[config.mk]
export PLATFORM = sky130hd
export DESIGN_NAME = wdt_timer
export DESIGN_NICKNAME = d
export VERILOG_FILES = /design/src/shared/wdt_pkg.sv /design/src/design/wdt_prescaler.sv /design/src/design/wdt_timer.sv
export SDC_FILE = /design/constraint.sdc
export NUM_CORES = 1
export LEC_CHECK = 0
export BUFFER_PORTS_ARGS = -buffer_cell sky130_fd_sc_hd__clkbuf_2
export CAP_MARGIN = 5
export CORE_UTILIZATION = 30
export CTS_BUF_LIST = sky130_fd_sc_hd__clkbuf_4
export DETAILED_ROUTE_END_ITERATION = 8
export PLACE_DENSITY = 0.51
export SYNTH_ARGS = -nofsm -noshare
export SYNTH_HDL_FRONTEND = slang
export SYNTH_HIERARCHICAL = 1
export SYNTH_SLANG_ARGS = --single-unit
[constraint.sdc]
create_clock -name clk -period 1.7 [get_ports clk]
set_input_delay 0.085 -clock clk [delete_from_list [all_inputs] [get_ports clk]]
set_output_delay 0.085 -clock clk [all_outputs]
set_load 0.02 [all_outputs]
[src/shared/wdt_pkg.sv]
// Package: offsets, fields, keys and counts of the watchdog/interval timer
package wdt_pkg;
    localparam logic [15:0] ADDR_CTRL_STATUS = 16'hffa8;
    localparam logic [15:0] ADDR_COUNT       = 16'hffa9;
    localparam logic [7:0]  KEY_COUNT        = 8'h5a;
    localparam logic [7:0]  KEY_CTRL         = 8'ha5;
    localparam int          BIT_OVF          = 7;
    localparam int          BIT_MODE         = 6;
    localparam int          BIT_ENABLE       = 5;
    localparam int          BIT_PSRC         = 4;
    localparam int          BIT_RSTSEL       = 3;
    localparam logic [7:0]  CTRL_RESET       = 8'h00;
    localparam logic [7:0]  COUNT_RESET      = 8'h00;
    localparam logic [7:0]  COUNT_MAX        = 8'hff;
    localparam int          WDT_RESET_CYCLES = 518;
    localparam logic [9:0]  WDT_RESET_LEN    = 10'(WDT_RESET_CYCLES);
    localparam int          MAIN_DIV_W       = 17;
    localparam int          SUB_DIV_W        = 8;
    typedef enum logic [0:0] {
        WDT_IDLE    = 1'b0,
        WDT_RESETNG = 1'b1
    } wdt_rst_state_t;
endpackage : wdt_pkg

[src/design/wdt_prescaler.sv]
// Free-running main and sub-clock prescalers with tap select
module wdt_prescaler (
    input  wire logic       clk,
    input  wire logic       resetn,
    input  wire logic       subClkTick,
    input  wire logic       prescalerSourceSelect,
    input  wire logic [2:0] clockSelect,
    output logic            countTick
);
    logic [wdt_pkg::MAIN_DIV_W-1:0] mainCnt_q;
    logic [wdt_pkg::SUB_DIV_W-1:0]  subCnt_q;
    logic [wdt_pkg::MAIN_DIV_W-1:0] mainPrev_q;
    logic [wdt_pkg::SUB_DIV_W-1:0]  subPrev_q;
    logic                           tick_q;

    // Main taps: /2 /64 /128 /512 /2048 /8192 /32768 /131072
    function automatic int mainTap(input logic [2:0] sel);
        unique case (sel)
            3'h0: mainTap = 0;
            3'h1: mainTap = 5;
            3'h2: mainTap = 6;
            3'h3: mainTap = 8;
            3'h4: mainTap = 10;
            3'h5: mainTap = 12;
            3'h6: mainTap = 14;
            3'h7: mainTap = 16;
        endcase
    endfunction : mainTap

    wire mainFall = mainPrev_q[mainTap(clockSelect)] & ~mainCnt_q[mainTap(clockSelect)];
    wire subFall  = subPrev_q[clockSelect] & ~subCnt_q[clockSelect];
    wire tick_d   = prescalerSourceSelect ? subFall : mainFall;

    always_ff @(posedge clk or negedge resetn) begin
        if (!resetn) begin
            mainCnt_q  <= '0;
            subCnt_q   <= '0;
            mainPrev_q <= '0;
            subPrev_q  <= '0;
            tick_q     <= 1'b0;
        end else begin
            mainCnt_q  <= mainCnt_q + 1'b1;
            mainPrev_q <= mainCnt_q;
            if (subClkTick) begin
                subCnt_q <= subCnt_q + 1'b1;
            end
            subPrev_q  <= subCnt_q;
            tick_q     <= tick_d;
        end
    end

    assign countTick = tick_q;
endmodule : wdt_prescaler

[src/design/wdt_timer.sv]
// Watchdog / interval timer with keyed word writes and byte reads
module wdt_timer (
    input  wire logic        clk,
    input  wire logic        resetn,
    input  wire logic        subClkTick,
    input  wire logic [15:0] busAddr,
    input  wire logic        busWrite,
    input  wire logic        busWordWrite,
    input  wire logic        busRead,
    input  wire logic [15:0] busWrData,
    input  wire logic        externalResetPin_n,
    input  wire logic        externalNmiPin,
    output logic [7:0]       busRdData,
    output logic             internalReset,
    output logic             resetSourceBit,
    output logic             nmiRequest,
    output logic             intervalInterrupt
);
    logic [7:0]                     ctrl_q;
    logic [7:0]                     count_q;
    logic                           ovfSeen_q;
    wdt_pkg::wdt_rst_state_t        rstState_q;
    logic [9:0]                     rstCnt_q;
    logic [7:0]                     rdData_q;
    logic                           intReset_q;
    logic                           srcBit_q;
    logic                           nmi_q;
    logic                           ivi_q;
    logic                           countTick;

    wdt_prescaler uPrescaler (
        .clk                   (clk),
        .resetn                (resetn),
        .subClkTick            (subClkTick),
        .prescalerSourceSelect (ctrl_q[wdt_pkg::BIT_PSRC]),
        .clockSelect           (ctrl_q[2:0]),
        .countTick             (countTick)
    );

    wire enable      = ctrl_q[wdt_pkg::BIT_ENABLE];
    wire watchdog    = ctrl_q[wdt_pkg::BIT_MODE] & enable;
    wire rstSelect   = ctrl_q[wdt_pkg::BIT_RSTSEL];
    // Byte writes never match: only the word strobe qualifies the key check
    wire wordWr      = busWrite & busWordWrite & (busAddr == wdt_pkg::ADDR_CTRL_STATUS);
    wire wrCount     = wordWr & (busWrData[15:8] == wdt_pkg::KEY_COUNT);
    wire wrCtrl      = wordWr & (busWrData[15:8] == wdt_pkg::KEY_CTRL);
    wire incr        = enable & countTick & ~wrCount;
    wire overflow    = incr & (count_q == wdt_pkg::COUNT_MAX);
    wire wdOverflow  = overflow & watchdog;
    wire wdReset     = wdOverflow & rstSelect;
    wire wdNmi       = wdOverflow & ~rstSelect;
    wire rdCtrl      = busRead & (busAddr == wdt_pkg::ADDR_CTRL_STATUS);
    wire rdCount     = busRead & (busAddr == wdt_pkg::ADDR_COUNT);
    wire newEnable   = wrCtrl ? busWrData[wdt_pkg::BIT_ENABLE] : enable;
    wire ovfClrWr    = wrCtrl & ~busWrData[wdt_pkg::BIT_OVF] & ovfSeen_q;
    // Flag is cleared by writing zero after reading it as one, or by clearing enable; a set in the same cycle wins over the clear
    wire ovfNext     = overflow | (ctrl_q[wdt_pkg::BIT_OVF] & ~ovfClrWr & newEnable);
    wire rstActive   = (rstState_q == wdt_pkg::WDT_RESETNG);
    wire rstDone     = rstActive & (rstCnt_q == wdt_pkg::WDT_RESET_LEN - 10'h001);
    wire [7:0] ctrlBase = wrCtrl ? {1'b0, busWrData[6:0]} : {1'b0, ctrl_q[6:0]};
    wire [7:0] ctrl_d   = {ovfNext, ctrlBase[6:0]};
    wire [7:0] count_d  = ~newEnable ? wdt_pkg::COUNT_RESET :
                          wrCount ? busWrData[7:0] :
                          incr ? count_q + 8'h01 : count_q;
    wire [7:0] rd_d     = rdCtrl ? ctrl_q : rdCount ? count_q : 8'h00;

    always_ff @(posedge clk or negedge resetn) begin
        if (!resetn) begin
            ctrl_q    <= wdt_pkg::CTRL_RESET;
            count_q   <= wdt_pkg::COUNT_RESET;
            ovfSeen_q <= 1'b0;
        end else if (rstActive) begin
            // Internal reset returns the timer to its reset state, flag included
            ctrl_q    <= wdt_pkg::CTRL_RESET;
            count_q   <= wdt_pkg::COUNT_RESET;
            ovfSeen_q <= 1'b0;
        end else begin
            ctrl_q    <= ctrl_d;
            count_q   <= count_d;
            if (rdCtrl) begin
                ovfSeen_q <= ctrl_q[wdt_pkg::BIT_OVF];
            end else if (ovfClrWr | ~ovfNext) begin
                // Flag cleared any way must be read as one again first
                ovfSeen_q <= 1'b0;
            end
        end
    end

    always_ff @(posedge clk or negedge resetn) begin
        if (!resetn) begin
            rstState_q <= wdt_pkg::WDT_IDLE;
            rstCnt_q   <= 10'h000;
        end else begin
            unique case (rstState_q)
                wdt_pkg::WDT_IDLE: begin
                    if (wdReset) begin
                        rstState_q <= wdt_pkg::WDT_RESETNG;
                    end
                    rstCnt_q <= 10'h000;
                end
                wdt_pkg::WDT_RESETNG: begin
                    rstCnt_q <= rstCnt_q + 10'h001;
                    if (rstDone) begin
                        rstState_q <= wdt_pkg::WDT_IDLE;
                    end
                end
            endcase
        end
    end

    // Reset-source bit: set by pin reset, which has priority; cleared by watchdog-only reset
    always_ff @(posedge clk or negedge resetn) begin
        if (!resetn) begin
            srcBit_q <= 1'b1;
        end else if (!externalResetPin_n) begin
            srcBit_q <= 1'b1;
        end else if (wdReset) begin
            srcBit_q <= 1'b0;
        end
    end

    always_ff @(posedge clk or negedge resetn) begin
        if (!resetn) begin
            rdData_q   <= 8'h00;
            intReset_q <= 1'b0;
            nmi_q      <= 1'b0;
            ivi_q      <= 1'b0;
        end else begin
            rdData_q   <= rd_d;
            intReset_q <= wdReset | (rstActive & ~rstDone);
            // Two NMI sources share one vector and cannot be told apart
            nmi_q      <= wdNmi | externalNmiPin;
            ivi_q      <= ovfNext & ~ctrl_d[wdt_pkg::BIT_MODE] & ~rstActive;
        end
    end

    assign busRdData         = rdData_q;
    assign internalReset     = intReset_q;
    assign resetSourceBit    = srcBit_q;
    assign nmiRequest        = nmi_q;
    assign intervalInterrupt = ivi_q;
endmodule : wdt_timer

==> impl_metrics.tcl <==
set metrics [dict create \
    antennaDiodeCount 0 \
    routedWlPerCell_um 13.8 \
    max_cap_viol_count 0 \
    drcViolationCount 0 \
    synth_edf_count 0 \
    r2r_start "ctrl_q[1]$_DFFE_PN0P_" \
    leakagePower_nw 2.57 \
    core_sq_um 13900 \
    routed_wirelength_mm 9.03 \
    place_inst 626 \
    critical_path_class "flip-flop to flip-flop" \
    tightest_slew_ns 0.558 \
    p_sw_mw 1.01 \
    p_int_mw 3.04 \
    placement_rows 43 \
    grt_pass1_vias 3131 \
    fin_area_sq_um 5330 \
    layout_commonest_cell "dfrtp_1" \
    initialDrtViolationCount 170 \
    finalHoldViolCount 0 \
    fin_crit_sh_pct 105 \
    reg2reg_depth 7 \
    outcome "complete, but fails checks" \
    clkTransAtPathRegs_ns 0.14 \
    hold_slack_ns 0.0253 \
    setup_ws_ns -0.0897 \
    yosysWarnings 6 \
    via_per_inst 4.74 \
    cts_buffers 9 \
    drive_gt1_share_pct 26.5 \
    final_antenna_net_count 0 \
    hold_path.startpoint "busAddr[0]" \
    clkPwrFrac_pct 28.4 \
    hold_path_depth 4 \
    power_frac_seq_pct 58.8 \
    placed_area_sq_um 4970 \
    finalSetupViolations 1 \
    sw_frac_of_total_pct 24.9 \
    post-place-ws_ns -0.0871 \
    ys_seq_area_share_pct 53.5 \
    fmax_mhz 559 \
    die_width_um 121 \
    rsz0062_at_grt "yes" \
    slew_headroom_pct 62.3 \
    hp-class "input pin to flip-flop" \
    worstPathRequired_ns 2.05 \
    cp_data_arrival_time_ns 2.14 \
    cts_htree_levels 3 \
    yosys-top-cells-area "dfrtp_1 (53%), xnor2_1 (4.9%), nand2_1 (2.8%), ha_1 (2.6%), xor2_1 (2.5%)" \
    synth_seq_cells 91 \
    p_comb_share_pct 12.8 \
    crit_path_start_kind "flip-flop" \
    area.growth.synth_to_final_pct 25.0 \
    grt_first_pass_wirelength_mm 15.3 \
    syn_inst 370 \
    synth_area_sq_um 4260 \
    antenna_found_initial 0 \
    ios 52 \
    yosysTopAreaCellShare_pct 52.8 \
    cts_num_sinks 91 \
    grt_remaining_overflow 0 \
    synthArstFlopShare_pct 100 \
    die_h_um 121 \
    cts_tree "built" \
    fin_cells 656 \
    clockBufferDepth 2 \
    end_kind "flip-flop" \
    die_area_sq_um 14700 \
    synth.distinct_cells 62 \
    finalPower_mw 4.05 \
    ir_worst_vdd_v 0.000550 \
    fin_crit_ns 1.79 \
    clock_latency_ns 0.43 \
    multi_input_area_sq_um 1970 \
    cts_root_buf "clkbuf_4" \
    grt_start_max_net_pins 92 \
    syn_nets 419 \
    finClkSkew_ns 0.0165 \
    final_cell_mix "dfrtp_1 (88), clkbuf_2 (50), buf_4 (34)" \
    nFillCells 1353 \
    hpwl_mm 6.36 \
    power_density_nw_per_um2 761 \
    vias 3110 \
    syn_area_per_cell_sq_um 11.5 \
    grt_use_total_pct 13.3 \
    gp_congestion 0.849 \
    crit_path_max_fanout 5 \
    nNetsFinal 521 \
    slew_violations 0 \
    synth_flop_cell "dfrtp_1" \
    yosysTopAreaCell "dfrtp_1" \
    violations "setup timing" \
    port-buffer-count 51 \
    start_util_pct 30.7 \
    crit_start "ctrl_q[1]$_DFFE_PN0P_" \
    firstDrtPassIters 4 \
    ff_latch_area_sq_um 2280 \
]
==> per-layer routing <==
layer | share of wire, % | global-route usage [%] | vias up
met3 | 3.3 | 3.43 | 8
met2 | 47 | 20.9 | 42
met4 | 0.90 | 3.70 | 0
met5 | 0 | 0 | -
li1 | - | - | 1540
met1 | 49 | 18.0 | 1520
==> what timing repair did <==
| action | CTS | global route |
|---|---|---|
| gates resized for setup | 14 | 5 |
| hold buffers | 12 | 0 |
| setup buffers | 2 | 1 |
| pin swaps | 4 | 2 |
| endpoints found under the setup margin | 1 | 5 |
| endpoints found under the hold margin | 113 | 0 |
==> power groups by stage <==
stage          combinational [mW]  sequential [mW]  clock (mW)
2_1_floorplan               0.202             2.45           0
3_3_place_gp                0.489             2.43           0
3_5_place_dp                0.500             2.43           0
4_1_cts                     0.525             2.38        1.21
5_1_grt                     0.579             2.40        1.29
6_report                    0.519             2.38        1.15
==> cell type report <==
type | instances | share of cell area, %
clock buffers | 11 | 1.55
clock inverters | 4 | 0.798
inverters | 13 | 0.916
multi-input cells | 258 | 36.9
flip-flops and latches | 91 | 42.8
well taps | 180 | 4.23
repair buffers | 99 | 12.8
==> cells in the mapped netlist (all sizes together), types with 2 or more instances <==
master	n
a211oi	2
a21boi	3
a21oi	4
a22o	8
a31oi	2
a32o	4
and2	9
and3	10
and4	7
buf	6
clkbuf	2
dfrtp	90
ha	9
inv	13
mux2i	6
nand2	34
nand2b	7
nand3	18
nand3b	2
nand4	13
nand4bb	2
nor2	14
nor2b	11
nor4	3
nor4bb	6
o211a	8
o21ai	13
o311ai	2
or3	2
xnor2	24
xor2	12
==> critical path: stages, from the launching register on <==
cell and delay [ns]:
dfrtp_2 0.43, inv_1 0.10, ha_4 0.18, nor4bb_1 0.47
a2111oi_4 0.11, o21ai_1 0.20, a32oi_2 0.14, o41ai_2 0.07
==> sequential cells by signal (all words and copies together), names as in the netlist, 8 cells and up <==
name / count
busRdData: 8
uPrescaler/subCnt_q: 8
ctrl_q: 8
uPrescaler/subPrev_q: 8
count_q: 8
uPrescaler/mainCnt_q: 17
rstCnt_q: 10
uPrescaler/mainPrev_q: 17
==> cells by family after synthesis <==
family | share of synthesized area [%]
flip-flops | 53.5
buffers and inverters | 2.61
XOR/XNOR | 7.40
adder cells (fa/ha/maj) | 2.64
AND/OR/NAND/NOR | 21.0
multiplexers | 1.94
AO/OA/AOI/OAI | 11.0
==> stage by stage <==
| step | utilization, % | setup TNS, ns |
|---|---|---|
| final | 38.4 | -0.0897 |
| after global placement | 35.8 | -0.0825 |
| after CTS | 38.2 | -0.0555 |
| after floorplan | - | 0 |
| after global routing | 38.4 | -0.205 |
| after detailed placement | 35.8 | -0.0871 |
==> worst paths after layout <==
| check | end | slack (ns) |
|---|---|---|
| setup reg to reg | uPrescaler/countTick$_DFF_PN0_ | -0.09 |
| hold reg to reg | uPrescaler/subPrev_q[7]$_DFF_PN0_ | 0.43 |
| max in group asynchronous | uPrescaler/mainCnt_q[1]$_DFF_PN0_ | 1.10 |
| hold / removal | ovfSeen_q$_DFFE_PN0P_ | 0.03 |
| setup / recovery | uPrescaler/countTick$_DFF_PN0_ | -0.09 |
| min in group asynchronous | rstCnt_q[7]$_DFF_PN0_ | 0.21 |
No activity file was read; power rests on OpenSTA's default activity.
